**src/fcs_pkg.sv**
```systemverilog
package fcs_pkg;

  // ==========================================================
  // Clock, widths and timing
  // ==========================================================
  localparam int CLK_MHZ = 100;
  localparam int ADDR_W = 24;
  localparam int DATA_W = 32;
  localparam int APB_AW = 12;
  localparam int ERASE_HOLD_US = 50;
  localparam int ERASE_HOLD_CYC = ERASE_HOLD_US * CLK_MHZ;
  localparam int OP_TIMEOUT_US = 10000;
  localparam int OP_TIMEOUT_CYC = OP_TIMEOUT_US * CLK_MHZ;

  // ==========================================================
  // Register map (index, byte address is four times it)
  // ==========================================================
  localparam logic [11:0] REG_SEC_EN_IDX = 12'h16B;
  localparam logic [11:0] REG_STATUS_IDX = 12'h16E;
  localparam logic [7:0] SEC_EN_RESET = 8'h00;
  localparam logic [3:0] STATUS_SPARE_RESET = 4'h0;
  localparam int STATUS_SPARE_LSB = 4;
  localparam int STATUS_READY_POS = 2;
  localparam logic STATUS_READY_RESET = 1'b1;

  // ==========================================================
  // Command cycles
  // ==========================================================
  localparam logic [15:0] ADDR_UNLOCK_A = 16'hAAA8;
  localparam logic [15:0] ADDR_UNLOCK_B = 16'h5554;
  localparam logic [7:0] CMD_UNLOCK_A = 8'hAA;
  localparam logic [7:0] CMD_UNLOCK_B = 8'h55;
  localparam logic [7:0] CMD_PROGRAM = 8'hA0;
  localparam logic [7:0] CMD_ERASE_SETUP = 8'h80;
  localparam logic [7:0] CMD_CHIP_ERASE = 8'h10;
  localparam logic [7:0] CMD_BLOCK_ERASE = 8'h30;
  localparam logic [7:0] CMD_PROTECT_SETUP = 8'h9A;
  localparam logic [7:0] CMD_PROTECT_GO = 8'h70;
  localparam logic [7:0] CMD_VERIFY = 8'h90;
  localparam logic [7:0] CMD_RESET = 8'hF0;

  // ==========================================================
  // Status word layout and verify answers
  // ==========================================================
  localparam int POLL_POS = 7;
  localparam int TOGGLE_POS = 6;
  localparam int TIMEOUT_POS = 5;
  localparam int ERASE_TIMER_POS = 3;
  localparam logic [31:0] VERIFY_PROTECTED = 32'h0000_0001;
  localparam logic [31:0] VERIFY_UNPROTECTED = 32'h0000_0000;

  typedef enum logic [2:0] {
    OP_PROGRAM = 3'h0,
    OP_CHIP_ERASE = 3'h1,
    OP_CHIP_UNPROTECT = 3'h2,
    OP_BLOCK_ERASE = 3'h3,
    OP_PROTECT = 3'h4
  } fcs_op_type;

  function automatic logic [11:0] regByteAddr(input logic [11:0] idx);
    return {idx[9:0], 2'b00};
  endfunction

endpackage

```
**src/fcs_sequencer.sv**
```systemverilog
// What this block does
// [RULE1] Status read during program returns inverted written data on poll bit.
// [RULE2] After program completes, poll bit shows true cell data again.
// [RULE3] Erase: poll bit reads 0 while running, cell value 1 after.
// [RULE4] Status output starts right after the final command write.
// [RULE5] After failure the poll bit keeps its running value.
// [RULE6] Toggle bit alternates on every status read until the end.
// [RULE7] After failure the toggle bit keeps alternating.
// [RULE8] Timeout bit is 0 while running, 1 past the time limit.
// [RULE9] Programming a 1 over a 0 ends in the timeout failure.
// [RULE10] After failure stay out of read mode until reset command.
// [RULE11] Software polls the programmed or an erased unprotected address.
// [RULE12] Block erase waits the hold time; erase timer bit 0 then 1.
// [RULE13] Ready/busy flag bit 2: 0 busy, 1 ready, 1 after reset.
// [RULE14] Ready/busy flag stays 0 forever after a failed operation; here a reset command sets it back to 1.
// [RULE15] Busy starts at final write, or after hold for block erase.
// [RULE16] All command writes are ignored while ready/busy reads 0; in ST_FAIL a reset command is still taken.
// [RULE17] Security enable register arms chip erase with unprotect.
// [RULE18] Byte F0 to an address with low nibble zero resets to read; here not in ST_BUSY, and in ST_PROGRAM it is taken as program data.
// [RULE19] Program: AA, 55, A0, then address and data.
// [RULE20] Chip erase: AA, 55, 80, AA, 55, 10 on the unlock addresses.
// [RULE21] Block erase: same five writes, then 30 inside the block.
// [RULE22] Protect: AA, 55, 9A, AA, 55, then 70 inside the block.
// [RULE23] Verify: AA, 55, 90, then reads return protection data.
// [RULE24] Verify read gives 1 for protected and 0 for unprotected block.
// [RULE25] Software spaces command cycles by at least two instructions.
// [RULE26] A wrong address or data abandons the sequence to read mode.
// [RULE27] Decoding stays idle until ready or reset command or reset.
`timescale 1ns/1ps
`default_nettype none

module fcs_sequencer #(
  parameter int ADDR_W = fcs_pkg::ADDR_W,
  parameter int HOLD_CYCLES = fcs_pkg::ERASE_HOLD_CYC,
  parameter int TIMEOUT_CYCLES = fcs_pkg::OP_TIMEOUT_CYC
) (
  input wire logic clk,
  input wire logic rst_n,
  input wire logic psel,
  input wire logic penable,
  input wire logic pwrite,
  input wire logic [fcs_pkg::APB_AW-1:0] paddr,
  input wire logic [31:0] pwdata,
  output logic [31:0] prdata,
  output logic pready,
  output logic pslverr,
  input wire logic flashWrite,
  input wire logic flashRead,
  input wire logic [ADDR_W-1:0] flashAddr,
  input wire logic [31:0] flashWdata,
  output logic [31:0] flashRdata,
  input wire logic [31:0] cellData,
  input wire logic addrProtected,
  output logic opStart,
  output fcs_pkg::fcs_op_type opKind,
  output logic [ADDR_W-1:0] opAddr,
  output logic [31:0] opData,
  input wire logic opDone,
  input wire logic opError,
  output logic readyBusyOutput
);
  import fcs_pkg::*;

  localparam int HOLD_W = $clog2(HOLD_CYCLES + 1);
  localparam int TIME_W = $clog2(TIMEOUT_CYCLES + 1);

  typedef enum logic [3:0] {
    ST_READ = 4'h0,
    ST_UNLOCK1 = 4'h1,
    ST_UNLOCK2 = 4'h3,
    ST_SETUP = 4'h2,
    ST_UNLOCK3 = 4'h6,
    ST_UNLOCK4 = 4'h7,
    ST_HOLD = 4'h5,
    ST_BUSY = 4'h4,
    ST_FAIL = 4'hC,
    ST_PROGRAM = 4'hB,
    ST_VERIFY = 4'hF
  } fcs_state_type;

  fcs_state_type state;
  fcs_state_type next_state;
  fcs_op_type commitKind;
  logic commit;
  logic protectSeq;
  logic next_protectSeq;
  logic forcedFail;
  logic badProgram;
  logic toggleBit;
  logic readyBusy;
  logic [7:0] securityEnable;
  logic [7:0] cmdByte;
  logic resetHit;
  logic statusMode;
  logic statusRead;
  logic holdLoad;
  logic holdDone;
  logic timeLoad;
  logic timeDone;
  logic [31:0] statusWord;

  // ==========================================================
  // Helpers
  // ==========================================================
  function automatic logic cycleIs(input logic [15:0] addr,
                                   input logic [7:0] data,
                                   input logic [15:0] expAddr,
                                   input logic [7:0] expData);
    return (addr == expAddr) && (data == expData);
  endfunction

  function automatic logic isErase(input fcs_op_type kind);
    return (kind == OP_CHIP_ERASE) || (kind == OP_CHIP_UNPROTECT) ||
           (kind == OP_BLOCK_ERASE);
  endfunction

  assign cmdByte = flashWdata[7:0];
  assign resetHit = (cmdByte == CMD_RESET) && (flashAddr[3:0] == 4'h0);
  assign statusMode = (state == ST_HOLD) || (state == ST_BUSY) ||
                      (state == ST_FAIL);
  assign statusRead = flashRead && statusMode;
  assign badProgram = |(flashWdata & ~cellData);

  // ==========================================================
  // Register slave
  // ==========================================================
  fcs_apb_regs u_regs (
    .clk(clk),
    .rst_n(rst_n),
    .psel(psel),
    .penable(penable),
    .pwrite(pwrite),
    .paddr(paddr),
    .pwdata(pwdata),
    .prdata(prdata),
    .pready(pready),
    .pslverr(pslverr),
    .readyBusy(readyBusy),
    .securityEnable(securityEnable)
  );

  // ==========================================================
  // Timers: erase hold and the internal time limit
  // ==========================================================
  assign holdLoad = (state != ST_HOLD) && (next_state == ST_HOLD);
  assign timeLoad = (state != ST_BUSY) && (next_state == ST_BUSY);

  fcs_down_timer #(.WIDTH(HOLD_W)) u_hold (
    .clk(clk),
    .rst_n(rst_n),
    .load(holdLoad),
    .loadValue(HOLD_W'(HOLD_CYCLES)),
    .clear(next_state != ST_HOLD),
    .done(holdDone)
  );

  fcs_down_timer #(.WIDTH(TIME_W)) u_limit (
    .clk(clk),
    .rst_n(rst_n),
    .load(timeLoad),
    .loadValue(TIME_W'(TIMEOUT_CYCLES)),
    .clear(next_state != ST_BUSY),
    .done(timeDone)
  );

  // ==========================================================
  // Command decoder
  // ==========================================================
  always_comb begin
    next_state = state;
    next_protectSeq = protectSeq;
    commit = 1'b0;
    commitKind = OP_PROGRAM;
    case (state)
      ST_READ: begin
        if (flashWrite) begin
          next_state = cycleIs(flashAddr[15:0], cmdByte, ADDR_UNLOCK_A,
                               CMD_UNLOCK_A) ? ST_UNLOCK1 : ST_READ;
        end
      end
      ST_UNLOCK1: begin
        if (flashWrite) begin // see [RULE26]
          next_state = cycleIs(flashAddr[15:0], cmdByte, ADDR_UNLOCK_B,
                               CMD_UNLOCK_B) ? ST_UNLOCK2 : ST_READ;
        end
      end
      ST_UNLOCK2: begin
        next_protectSeq = 1'b0;
        if (flashWrite) begin
          next_state = ST_READ;
          if (flashAddr[15:0] == ADDR_UNLOCK_A) begin
            if (cmdByte == CMD_PROGRAM) begin // see [RULE19]
              next_state = ST_PROGRAM;
            end else if (cmdByte == CMD_ERASE_SETUP) begin // see [RULE20]
              next_state = ST_SETUP;
            end else if (cmdByte == CMD_PROTECT_SETUP) begin // see [RULE22]
              next_state = ST_SETUP;
              next_protectSeq = 1'b1;
            end else if (cmdByte == CMD_VERIFY) begin // see [RULE23]
              next_state = ST_VERIFY;
            end
          end
        end
      end
      ST_SETUP: begin
        if (flashWrite) begin
          next_state = cycleIs(flashAddr[15:0], cmdByte, ADDR_UNLOCK_A,
                               CMD_UNLOCK_A) ? ST_UNLOCK3 : ST_READ;
        end
      end
      ST_UNLOCK3: begin
        if (flashWrite) begin
          next_state = cycleIs(flashAddr[15:0], cmdByte, ADDR_UNLOCK_B,
                               CMD_UNLOCK_B) ? ST_UNLOCK4 : ST_READ;
        end
      end
      ST_UNLOCK4: begin
        if (flashWrite) begin
          next_state = ST_READ;
          if (protectSeq) begin
            if (cmdByte == CMD_PROTECT_GO) begin // see [RULE22]
              next_state = ST_BUSY;
              commit = 1'b1;
              commitKind = OP_PROTECT;
            end
          end else if (cycleIs(flashAddr[15:0], cmdByte, ADDR_UNLOCK_A,
                               CMD_CHIP_ERASE)) begin // see [RULE20]
            next_state = ST_BUSY;
            commit = 1'b1;
            commitKind = (securityEnable != 8'h00) ? OP_CHIP_UNPROTECT
                                                   : OP_CHIP_ERASE; // see [RULE17]
          end else if (cmdByte == CMD_BLOCK_ERASE) begin // see [RULE21]
            next_state = ST_HOLD; // see [RULE12] [RULE15]
            commit = 1'b1;
            commitKind = OP_BLOCK_ERASE;
          end
        end
      end
      ST_PROGRAM: begin
        if (flashWrite) begin
          // A protected target is refused quietly back to read mode
          next_state = addrProtected ? ST_READ : ST_BUSY; // see [RULE19]
          commit = !addrProtected;
          commitKind = OP_PROGRAM;
        end
      end
      ST_VERIFY: begin
        next_state = ST_VERIFY;
      end
      ST_HOLD: begin
        if (holdDone) begin
          next_state = ST_BUSY; // see [RULE12]
        end else if (flashWrite) begin
          next_state = ST_READ;
        end
      end
      ST_BUSY: begin // see [RULE16] [RULE27]
        if (opDone && !forcedFail) begin
          next_state = opError ? ST_FAIL : ST_READ;
        end else if (timeDone) begin
          next_state = ST_FAIL; // see [RULE8]
        end
      end
      ST_FAIL: begin
        next_state = ST_FAIL; // see [RULE10] [RULE14]
      end
      default: begin
        next_state = ST_READ;
      end
    endcase
    // A running operation only ends by itself or by hardware reset;
    // program data whose low byte looks like the reset code is still data
    if (flashWrite && resetHit && state != ST_BUSY &&
        state != ST_PROGRAM) begin // see [RULE18]
      next_state = ST_READ;
      commit = 1'b0;
    end
  end

  always_ff @(posedge clk or negedge rst_n) begin
    if (!rst_n) begin
      state <= ST_READ;
      protectSeq <= 1'b0;
    end else begin
      state <= next_state;
      protectSeq <= next_protectSeq;
    end
  end

  // ==========================================================
  // Operation latch and engine start
  // ==========================================================
  always_ff @(posedge clk or negedge rst_n) begin
    if (!rst_n) begin
      opKind <= OP_PROGRAM;
      opAddr <= '0;
      opData <= '0;
    end else if (commit) begin
      opKind <= commitKind;
      opAddr <= flashAddr;
      opData <= flashWdata;
    end
  end

  // The engine never starts on a 0-to-1 program; the limit then fires
  always_ff @(posedge clk or negedge rst_n) begin
    if (!rst_n) begin
      forcedFail <= 1'b0;
    end else if (commit) begin
      forcedFail <= (commitKind == OP_PROGRAM) && badProgram; // see [RULE9]
    end
  end

  always_ff @(posedge clk or negedge rst_n) begin
    if (!rst_n) begin
      opStart <= 1'b0;
    end else begin
      opStart <= (commit && next_state == ST_BUSY &&
                  !(commitKind == OP_PROGRAM && badProgram)) ||
                 (state == ST_HOLD && next_state == ST_BUSY);
    end
  end

  // ==========================================================
  // Status flags
  // ==========================================================
  always_ff @(posedge clk or negedge rst_n) begin
    if (!rst_n) begin
      readyBusy <= STATUS_READY_RESET;
    end else begin // see [RULE13] [RULE15]
      readyBusy <= !(next_state == ST_BUSY || next_state == ST_FAIL);
    end
  end

  assign readyBusyOutput = readyBusy;

  always_ff @(posedge clk or negedge rst_n) begin
    if (!rst_n) begin
      toggleBit <= 1'b0;
    end else if (commit) begin
      toggleBit <= 1'b0;
    end else if (statusRead) begin
      toggleBit <= !toggleBit; // see [RULE6] [RULE7]
    end
  end

  always_comb begin
    statusWord = '0;
    statusWord[POLL_POS] = (opKind == OP_PROGRAM) ?
                           !opData[POLL_POS] : 1'b0; // see [RULE1] [RULE3] [RULE5]
    statusWord[TOGGLE_POS] = toggleBit;
    statusWord[TIMEOUT_POS] = (state == ST_FAIL); // see [RULE8]
    statusWord[ERASE_TIMER_POS] = (state != ST_HOLD) &&
                                  isErase(opKind); // see [RULE12]
  end

  // ==========================================================
  // Read path
  // ==========================================================
  always_ff @(posedge clk or negedge rst_n) begin
    if (!rst_n) begin
      flashRdata <= '0;
    end else if (flashRead) begin
      if (statusMode) begin
        flashRdata <= statusWord; // see [RULE4] [RULE10]
      end else if (state == ST_VERIFY) begin
        flashRdata <= addrProtected ? VERIFY_PROTECTED
                                    : VERIFY_UNPROTECTED; // see [RULE24]
      end else begin
        flashRdata <= cellData; // see [RULE2]
      end
    end
  end
endmodule

`default_nettype wire

```
**src/fcs_down_timer.sv**
```systemverilog
`timescale 1ns/1ps
`default_nettype none

module fcs_down_timer #(
  parameter int WIDTH = 8
) (
  input wire logic clk,
  input wire logic rst_n,
  input wire logic load,
  input wire logic [WIDTH-1:0] loadValue,
  input wire logic clear,
  output logic done
);

  logic [WIDTH-1:0] count;
  logic active;

  // ==========================================================
  // Count down; done pulses loadValue cycles after the load
  // ==========================================================
  always_ff @(posedge clk or negedge rst_n) begin
    if (!rst_n) begin
      count <= '0;
      active <= 1'b0;
    end else if (load) begin
      count <= loadValue;
      active <= 1'b1;
    end else if (clear) begin
      active <= 1'b0;
    end else if (active) begin
      count <= count - 1'b1;
      if (count == WIDTH'(1)) begin
        active <= 1'b0;
      end
    end
  end

  always_ff @(posedge clk or negedge rst_n) begin
    if (!rst_n) begin
      done <= 1'b0;
    end else begin
      done <= active && !load && !clear && (count == WIDTH'(1));
    end
  end

endmodule

`default_nettype wire

```
**src/fcs_apb_regs.sv**
```systemverilog
`timescale 1ns/1ps
`default_nettype none

module fcs_apb_regs (
  input wire logic clk,
  input wire logic rst_n,
  input wire logic psel,
  input wire logic penable,
  input wire logic pwrite,
  input wire logic [fcs_pkg::APB_AW-1:0] paddr,
  input wire logic [31:0] pwdata,
  output logic [31:0] prdata,
  output logic pready,
  output logic pslverr,
  input wire logic readyBusy,
  output logic [7:0] securityEnable
);
  import fcs_pkg::*;

  logic [3:0] statusSpare;
  logic hitSec;
  logic hitStatus;
  logic writeNow;

  // ==========================================================
  // Decode; no wait states, unmapped access answers an error
  // ==========================================================
  assign hitSec = paddr == regByteAddr(REG_SEC_EN_IDX);
  assign hitStatus = paddr == regByteAddr(REG_STATUS_IDX);
  assign pready = 1'b1;
  assign pslverr = psel && penable && !(hitSec || hitStatus);
  assign writeNow = psel && penable && pwrite;

  always_ff @(posedge clk or negedge rst_n) begin
    if (!rst_n) begin
      securityEnable <= SEC_EN_RESET;
    end else if (writeNow && hitSec) begin
      securityEnable <= pwdata[7:0];
    end
  end

  always_ff @(posedge clk or negedge rst_n) begin
    if (!rst_n) begin
      statusSpare <= STATUS_SPARE_RESET;
    end else if (writeNow && hitStatus) begin
      statusSpare <= pwdata[STATUS_SPARE_LSB +: 4];
    end
  end

  // Read data is caught in the setup cycle so it leaves a flop
  always_ff @(posedge clk or negedge rst_n) begin
    if (!rst_n) begin
      prdata <= '0;
    end else if (psel && !penable) begin
      prdata <= '0;
      if (!pwrite && hitSec) begin
        prdata[7:0] <= securityEnable;
      end else if (!pwrite && hitStatus) begin
        prdata[STATUS_SPARE_LSB +: 4] <= statusSpare;
        prdata[STATUS_READY_POS] <= readyBusy;
      end
    end
  end

endmodule

`default_nettype wire

```
**config.mk**
```make
export PLATFORM = sky130hd
export DESIGN_NAME = fcs_sequencer
export DESIGN_NICKNAME = d
export VERILOG_FILES = /design/src/fcs_pkg.sv /design/src/fcs_sequencer.sv /design/src/fcs_down_timer.sv /design/src/fcs_apb_regs.sv
export SDC_FILE = /design/constraint.sdc
export NUM_CORES = 1
export LEC_CHECK = 0
export BUFFER_PORTS_ARGS = -buffer_cell sky130_fd_sc_hd__buf_2
export CAP_MARGIN = 30
export CELL_PAD_IN_SITES_DETAIL_PLACEMENT = 0
export CELL_PAD_IN_SITES_GLOBAL_PLACEMENT = 1
export CORE_MARGIN = 10
export CORE_UTILIZATION = 30
export CTS_BUF_LIST = sky130_fd_sc_hd__clkbuf_8
export DETAILED_ROUTE_END_ITERATION = 10
export PLACE_DENSITY_LB_ADDON = 0.2
export SYNTH_ARGS = -nofsm -noshare
export SYNTH_HDL_FRONTEND = slang
export SYNTH_SLANG_ARGS = --single-unit
```
**constraint.sdc**
```tcl
create_clock -name clk -period 2.5 [get_ports clk]
set_input_delay 0.625 -clock clk [delete_from_list [all_inputs] [get_ports clk]]
set_output_delay 0.625 -clock clk [all_outputs]
set_load 0.01 [all_outputs]
```
# Word-level counts from Yosys, hierarchy flattened
# Index checks and enable logic that the tools add are counted.
[totals] in_bits=142 reg_bits=157 elab_cells=197
[classes] n_eq_ne=39 mux=74 bitwise=2 n_addsub=2 n_reduce_logical=61
[ops] cell="$mux W4" n=21
[ops] cell="$mux W32" n=2
[ops] cell="$mux W20" n=3
[ops] cell="$eq A8 B8 Y1 const B" n=6
[ops] cell="$pmux W4 S11" n=1
[ops] cell="$mux W13" n=3
[ops] cell="$and A32 B32 Y32" n=1
[ops] cell="$not A32 Y32" n=1
[ops] cell="$reduce_or A32 Y1" n=1
[ops] cell="$logic_and A1 B1 Y1" n=30
[ops] cell="$mux W3" n=10
[ops] cell="$mux W1" n=28
[ops] cell="$eq A12 B11 Y1 const B" n=2
[ops] cell="$eq A4 B3 Y1 const B" n=6
[ops] cell="$eq A20 B1 Y1 const B" n=1
[ops] cell="$sub A20 B1 Y20 const B" n=1
[ops] cell="$eq A16 B15 Y1 const B" n=1
[ops] cell="$eq A16 B16 Y1 const B" n=1
[ops] cell="$eq A4 B4 Y1 const B" n=4
[ops] cell="$eq A8 B7 Y1 const B" n=2
[ops] cell="$ne A4 B3 Y1 const B" n=4
[ops] cell="$eq A13 B1 Y1 const B" n=1
[ops] cell="$logic_not A1 Y1" n=13
[ops] cell="$sub A13 B1 Y13 const B" n=1
[ops] cell="16 further kinds" n=34

# Longest topological paths before layout
# Gate-level depths: netlist of run 1.
[logic_depth] ltp_word=15 depth_mapped=11

# Hierarchy
# From an unflattened synthesis of run 1, not the netlist that was laid out.
[unflattened] cells_unflattened=809 hier_area_um2=8348.0
[modules_own_cells] module="fcs_sequencer" area_per_inst_um2=5081.1 n_inst=1 cells_each=481
[modules_own_cells] module="fcs_down_timer (u_limit)" area_per_inst_um2=1260.0 n_inst=1 cells_each=136
[modules_own_cells] module="fcs_apb_regs" area_per_inst_um2=1134.8 n_inst=1 cells_each=103
[modules_own_cells] module="fcs_down_timer (u_hold)" area_per_inst_um2=872.1 n_inst=1 cells_each=89

# Least setup slack after synthesis of run 1
# Ideal clock, no wire load.
[synth_path] path_type="input-to-reg" start="in flashAddr[1]" end="reg u_hold.count[9]" path_slack_ps=-463 cell_stages=8 arrival_time_ps=2838 path_buffers=1 cell_sequence="or4b_1 -> or3_4 -> o41ai_2 -> and3_1 -> o31ai_2 -> buf_2 -> nor4_1 -> mux2_2"
[synth_via] elab_chain_len=11 elab_cells_between_ends=32 cone_classes="eq/ne: 5; mux: 16; reduce/logical: 11"
[synth_rtl] element="from (decl)" line_no="fcs_sequencer.sv:49" text="input wire logic [ADDR_W-1:0] flashAddr,"
[synth_rtl] element="$eq A16 B16 Y1" line_no="fcs_sequencer.sv:109, fcs_sequencer.sv:191"
[synth_rtl] element="$logic_and A1 B1 Y1" line_no="fcs_sequencer.sv:109" text="return (addr == expAddr) && (data == expData);"
[synth_rtl] element="$mux W3" line_no="fcs_sequencer.sv:226" text="end else if (cycleIs(flashAddr[15:0], cmdByte, ADDR_UNLOCK_A,"
[synth_rtl] element="$mux W4" line_no="fcs_sequencer.sv:220" text="if (protectSeq) begin"
[synth_rtl] element="$mux W4" line_no="fcs_sequencer.sv:218" text="if (flashWrite) begin"
[synth_rtl] element="$pmux W4 S11" line_no="fcs_sequencer.sv:174" text="case (state)"
[synth_rtl] element="$mux W4 (*)" line_no="fcs_sequencer.sv:273" text="if (flashWrite && resetHit && state != ST_BUSY &&"
[synth_rtl] element="$eq A4 B3 Y1" line_no="fcs_sequencer.sv:145" text="assign holdLoad = (state != ST_HOLD) && (next_state == ST_HOLD);"
[synth_rtl] element="$logic_and A1 B1 Y1" line_no="fcs_sequencer.sv:145"
[synth_rtl] element="$ne A2 B1 Y1 (no line) / $reduce_bool A2 Y1 (equally long branches)"
[synth_rtl] element="$reduce_and A2 Y1 (no line)"
[synth_rtl] element="to (signal assigned)" line_no="fcs_down_timer.sv:26" text="count <= loadValue;"
[synth_rtl] element="to (signal assigned)" line_no="fcs_down_timer.sv:31" text="count <= count - 1'b1;"
[synth_rtl] element="to (decl)" line_no="fcs_down_timer.sv:15" text="logic [WIDTH-1:0] count;"
# Mark *: on every way between the ends. The rest lies on a longest branch, timed or not.
# A chain may end at the register's enable or synchronous reset.

# Final worst setup path of run 1
[layout_path] start="in flashAddr[1]" end="reg u_hold.count[12]"
# Same word-level chain as after synthesis.

==> flow_summary.yaml, run 1 <==
placement:
  globalplace.congestion: 0.8326
  place_ws_ns: -0.7041
  dp_cells: 1507
  portBuffers: 219
  hpwl_mm: 21.94
timing:
  fin_skew_ns: 0.02638
  fin_setup_tns_ns: -1.086
  max-slew-margin-rel_pct: 64.24
  hold_viol_final: 0
  drv_slew: 0
  clock.fmax_mhz: 383.5
  holdWs_ns: 0.07040
  setup_ws_ns: -0.1076
  period_needed_ns: 2.608
  setup_viol_count_final: 24
  fin_crit_sh_pct: 104.3
  rsz0062_at_grt: "true"
  tightest_slew_ns: 0.5363
synth:
  ys_seq_area_share_pct: 47.26
  synth.most_common_cell: "dfrtp_1"
  synth.distinct_cells: 78
  synthArstFlopShare_pct: 100.0
  yosys.area.top_type_share_pct: 46.95
  synth_top_cell_by_area: "dfrtp_1"
  syn_inst: 838
  yosys_warnings: 0
  synth-main-ff-cell: "dfrtp_1"
  ys_ff_latch: 157
  yosys-top-cells-area: "dfrtp_1 47%, mux2_2 9.6%, inv_1 4.0%, nand3_1 2.9%, o21ai_0 2.9%"
  synth_common_cells: "156 x dfrtp_1, 88 x inv_1, 71 x mux2_2"
  netlist_area_um2: 8315
  syn_avg_cell_area_um2: 9.923
  synth_edf_count: 0
detailed_routing:
  vias: 7484
  vias_per_cell: 4.804
  drtPass1Iterations: 5
  routed_wl_mm: 28.54
  drc: 0
  ant_nets: 0
  drt_iter0_drc: 393
  wire_per_inst_um: 18.32
cts:
  cts.reportedPaths.clkPinSlew_ns: 0.10
  cts_buffers: 17
  clock_sinks: 157
  cts-htree-levels: 4
  cts_max_path_buffers: 2
  clock_latency_ns: 0.47
  cts_tree: "done"
  hold_buffers: 0
  root_buffer: "clkbuf_8"
floorplanning:
  coreArea_um2: 27100
  dieArea_um2: 34780
  fp-row-count: 60
  initial_core_util_pct: 30.68
  pin_count: 269
  die_w_um: 186.5
  die_h_um: 186.5
final_layout:
  final_nets: 1318
  fin_cells: 1558
  layout-drive-gt1-share_pct: 45.32
  syn_to_final_growth_pct: 40.66
  n_fill_cell: 2686
power_and_ir_drop:
  intPower_mw: 3.869
  leakage_nw: 5.678
  p_switching_mw: 1.536
  pwr-share-seq_pct: 49.5
  pwr-share-clk_pct: 38.7
  comb_power_share_pct: 11.8
  powerDensity_nw_per_um2: 462.1
  p_sw_share_pct: 28.42
  ir_drop_uv: 278.1
grt:
  grt_usage_pct: 15.95
  grt-ovfl-total: 0
  antenna_found_initial: 1
  grt_pass1_vias: 7606
  grt_max_degree: 51
  grt_pass1_wl_mm: 44.99
critical_path:
  rr_worst_depth: 8
  r2r_start: "state[3]$_DFF_PN0_"
  cp-start-kind: "input port"
  worstPathArrival_ns: 2.95
  r2r-end: "u_hold.count[0]$_DFFE_PN0P_"
  cp.required_ns: 2.84
  critPathKind: "input port to flip-flop"
  worstSetupEndpointType: "flip-flop"
  rrSetupSlack_ns: -0.05
  worstPathMaxFanout: 8
min_path:
  hold_class: "input port to async pin"
flow_run:
  max_cap_violations: 0
outcome:
  outcome: "finished with violations"
  violations: "setup timing"
==> layout make-up <==
class                   count  area (um^2)  share of cell area [%]
repair buffers            357         2351                   20.10
clock inverters            14        177.7                   1.519
flip-flops and latches    157         3935                   33.64
inverters                  88        330.3                   2.824
multi-input cells         551         4187                   35.79
clock buffers              18        247.7                   2.118
well taps                 372        465.4                   3.979
diodes                      1        2.502                 0.02139
==> routing by layer <==
| metal | wire length (um) | GRT usage, % | vias to the layer above |
|---|---|---|---|
| met2 | 13550 | 25.54 | 167 |
| met5 | 0 | 0 | - |
| met3 | 1315 | 3.855 | 19 |
| li1 | - | - | 3662 |
| met1 | 13420 | 21.35 | 3636 |
| met4 | 263 | 3.381 | 0 |
==> worst max-delay path by stage <==
| stage | startpoint | to | slack (ns) | depth (start not counted) |
|---|---|---|---|---|
| floorplan | flashAddr[12] | u_limit.count[9]$_DFFE_PN0P_ | -0.36 | 8 |
| global placement | flashAddr[12] | u_limit.count[9]$_DFFE_PN0P_ | -0.66 | 8 |
| detailed placement | flashAddr[1] | u_limit.count[9]$_DFFE_PN0P_ | -0.70 | 9 |
| CTS | flashAddr[1] | u_hold.count[1]$_DFFE_PN0P_ | -0.04 | 8 |
| global route | state[3]$_DFF_PN0_ | u_hold.count[0]$_DFFE_PN0P_ | -0.17 | 8 |
| finish | flashAddr[1] | u_hold.count[12]$_DFFE_PN0P_ | -0.11 | 9 |
==> placed cells by master (no fill, tap or decap), drive strengths merged, types with 12 or more instances in the layout <==
cell type	count
inv	96
nor3	22
nor4	12
clkbuf	19
mux2	72
dfrtp	156
or3	13
nand2b	13
nor2	49
o22ai	16
buf	356
a21oi	21
conb	25
o21ai	49
nand3	49
nand2	37
==> per-stage QoR <==
| stage | power (mW) | area, um^2 | utilization (%) |
|---|---|---|---|
| 2_1_floorplan | 2.985 | 8549 | - |
| 4_1_cts | 5.480 | 11470 | 42.32 |
| 3_5_place_dp | 3.366 | 10750 | 39.65 |
| 5_1_grt | 5.673 | 11700 | 43.16 |
| 6_report | 5.405 | 11700 | 43.16 |
| 3_3_place_gp | 3.359 | 10750 | 39.65 |
==> flip-flops by register name, indices dropped and copies added (netlist names), 3 cells and up <==
register               cells
u_hold.count              13
u_limit.count             20
u_regs.securityEnable      8
opAddr                    24
u_regs.statusSpare         4
flashRdata                32
opKind                     3
u_regs.prdata              8
opData                    32
state                      4
==> timing repair <==
action                     4_1_cts  5_1_grt
pin swaps                       12       14
gates cloned                     1        1
gates resized for setup         43       30
buffers inserted                13        3
setup endpoints to repair       93       96
==> worst max-delay path, cell delays in order <==
cell and delay (ns):
buf_6 0.09, or4b_4 0.56, or3_4 0.42, o41ai_2 0.21, and3_4 0.25, o31ai_4 0.13
buf_4 0.18, nor4_4 0.14, mux2_1 0.34
==> power groups by stage <==
stage | Clock [mW] | Combinational (mW) | Sequential, mW
after floorplan | 0 | 0.213 | 2.77
final | 2.09 | 0.639 | 2.67
after detailed placement | 0 | 0.641 | 2.73
after global routing | 2.28 | 0.707 | 2.69
after CTS | 2.16 | 0.647 | 2.68
after global placement | 0 | 0.637 | 2.72
==> cell families after synthesis <==
group	Yosys count	synth area share, %
compound gates	178	14.94
xor+xnor	1	0.1053
fa+ha+maj	4	0.6019
buf+inv	154	8.351
flops	157	47.26
mux	74	9.991
other cells	2	0.09031
simple gates	268	18.66
Note: power is estimated with default switching activity, not from simulation.
==> run 2: changes to the inputs <==
- CORE_ASPECT_RATIO: not set -> 2
==> run 2 against run 1 <==
The flow still finishes with violations (setup timing). Non-clock buffer count is 20 higher. Clock skew is 0.013 ns lower. Clock power hardly changed. Register-to-register slack hardly changed.
==> flow_summary.yaml, run 2 (same netlist as run 1, synthesis figures left out) <==
critical_path:
  r2r-end: "u_hold.active$_DFF_PN0_"
  r2r_start: "state[3]$_DFF_PN0_"
  critPathKind: "input port to flip-flop"
  max_stage_delay_ns: 0.54
  rr_worst_depth: 10
  cp-startpoint: "flashAddr[1]"
  cp-endpoint: "u_hold.active$_DFF_PN0_"
  cp_cell_sequence: "buf_6, or4b_4, or3_4, nor3_4, and4_4, o31ai_4, buf_12, or3_4, buf_4, a21oi_2"
  rrSetupSlack_ns: -0.05
  worstSetupEndpointType: "flip-flop"
  cp-start-kind: "input port"
  worstPathArrival_ns: 3.03
  cp.required_ns: 2.92
  cp_slowest_cell: "or4b_4"
  worstPathMaxFanout: 7
  crit_top_cell: "or3_4"
floorplanning:
  initial_core_util_pct: 30.31
  die_h_um: 255.5
  dieArea_um2: 35180
  pin_count: 269
  coreArea_um2: 27440
  die_w_um: 137.7
  fp-row-count: 86
timing:
  hold_viol_final: 0
  setup_viol_count_final: 23
  clock.fmax_mhz: 382.8
  setup_ws_ns: -0.1127
  rsz0062_at_grt: "true"
  max-slew-margin-rel_pct: 55.49
  period_needed_ns: 2.613
  fin_crit_sh_pct: 104.5
  drv_slew: 0
  holdWs_ns: 0.1355
  tightest_slew_ns: 0.6677
  fin_skew_ns: 0.01361
cts:
  clock_latency_ns: 0.49
  cts.reportedPaths.clkPinSlew_ns: 0.08
  cts_tree: "done"
  hold_buffers: 0
  clock_sinks: 157
  cts_max_path_buffers: 2
  root_buffer: "clkbuf_8"
  cts_buffers: 17
  cts-htree-levels: 4
detailed_routing:
  routed_wl_mm: 31.23
  drt_iter0_drc: 304
  ant_nets: 0
  drtPass1Iterations: 4
  vias: 7721
  vias_per_cell: 4.953
  wire_per_inst_um: 20.03
  drc: 0
power_and_ir_drop:
  pwr-share-clk_pct: 38.6
  pwr-share-seq_pct: 49.4
  powerDensity_nw_per_um2: 453.5
  ir_drop_uv: 307.5
  p_sw_share_pct: 26.05
  p_switching_mw: 1.411
  intPower_mw: 4.007
  leakage_nw: 5.798
  comb_power_share_pct: 12.0
  p_total_mw: 5.418
final_layout:
  layout-drive-gt1-share_pct: 46.56
  final_nets: 1338
  reg_top3: "flashRdata: 32 flops, opData: 32 flops, opAddr: 24 flops"
  layout_common_cells: "217 x buf_2, 153 x dfrtp_1, 122 x buf_4"
  syn_to_final_growth_pct: 43.68
  final_common_cell: "buf_2"
  final_area_um2: 11950
grt:
  top_usage_layer: "met2"
  grt_pass1_wl_mm: 46.57
  grt_max_degree: 62
  use_met2_pct: 33.66
  grt_pass1_vias: 8063
  grt_usage_pct: 17.25
  grt-ovfl-total: 0
  antenna_found_initial: 2
  globalRouteMet3Util_pct: 3.223
  use_met1_pct: 16.66
outcome:
  outcome: "finished with violations"
  violations: "setup timing"
placement:
  place_area_um2: 10910
  hpwl_mm: 24.72
  globalplace.congestion: 0.9081
  place_ws_ns: -0.6755
  portBuffers: 219
min_path:
  hold_class: "input port to async pin"
flow_run:
  max_cap_violations: 0
==> run 2: routing by layer <==
metal	vias to the layer above	part of all wire [%]
li1	3691	-
met1	3771	34
met2	213	58
met3	46	4.7
met4	0	3.0
met5	-	0
==> run 2: area by class of cell <==
type / instances / area, um^2
flip-flops and latches: 157 / 3934
multi-input cells: 551 / 4215
clock buffers: 18 / 247.7
diodes: 2 / 5.005
fillers: 2771 / 15490
inverters: 88 / 330.3
well taps: 352 / 440.4
clock inverters: 14 / 177.7
repair buffers: 377 / 2597
==> run 2: how the worst min path moves through the flow <==
stage / start / depth (start not counted) / end
finish: rst_n / 1 / u_hold.count[11]$_DFFE_PN0P_
global placement: u_limit.count[18]$_DFFE_PN0P_ / 1 / u_limit.count[18]$_DFFE_PN0P_
floorplan: rst_n / 0 / flashRdata[0]$_DFFE_PN0P_
global route: rst_n / 1 / u_regs.securityEnable[1]$_DFFE_PN0P_
CTS: rst_n / 1 / u_regs.securityEnable[1]$_DFFE_PN0P_
detailed placement: u_limit.count[18]$_DFFE_PN0P_ / 1 / u_limit.count[18]$_DFFE_PN0P_
==> run 2: critical path, delay by kind of cell <==
kind / cells / cell delay [ns]
compound gates: 2 / 0.18
buf+inv: 3 / 0.40
simple gates: 5 / 1.82
==> run 2: power groups by stage <==
| stage | combinational, mW | sequential, mW | clock [mW] |
|---|---|---|---|
| 3_3_place_gp | 0.653 | 2.72 | 0 |
| 5_1_grt | 0.716 | 2.69 | 2.27 |
| 3_5_place_dp | 0.657 | 2.73 | 0 |
| 4_1_cts | 0.663 | 2.68 | 2.17 |
| 6_report | 0.652 | 2.68 | 2.09 |
| 2_1_floorplan | 0.213 | 2.77 | 0 |
==> run 2: stage by stage <==
stage               util (%)  TNS, ns  std cells
global placement       39.74   -50.85       1506
global route           43.54   -2.617       1559
floorplan                  -   -19.50        861
detailed placement     39.74   -52.59       1506
finish                 43.54   -1.583       1559
CTS                    42.25  -0.3230       1546
==> run 2: what timing repair did <==
action,in CTS,in global routing
cloned,1,5
endpoints found under the setup margin,37,94
resized for setup,46,39
setup buffers,8,6
pin swaps,17,17
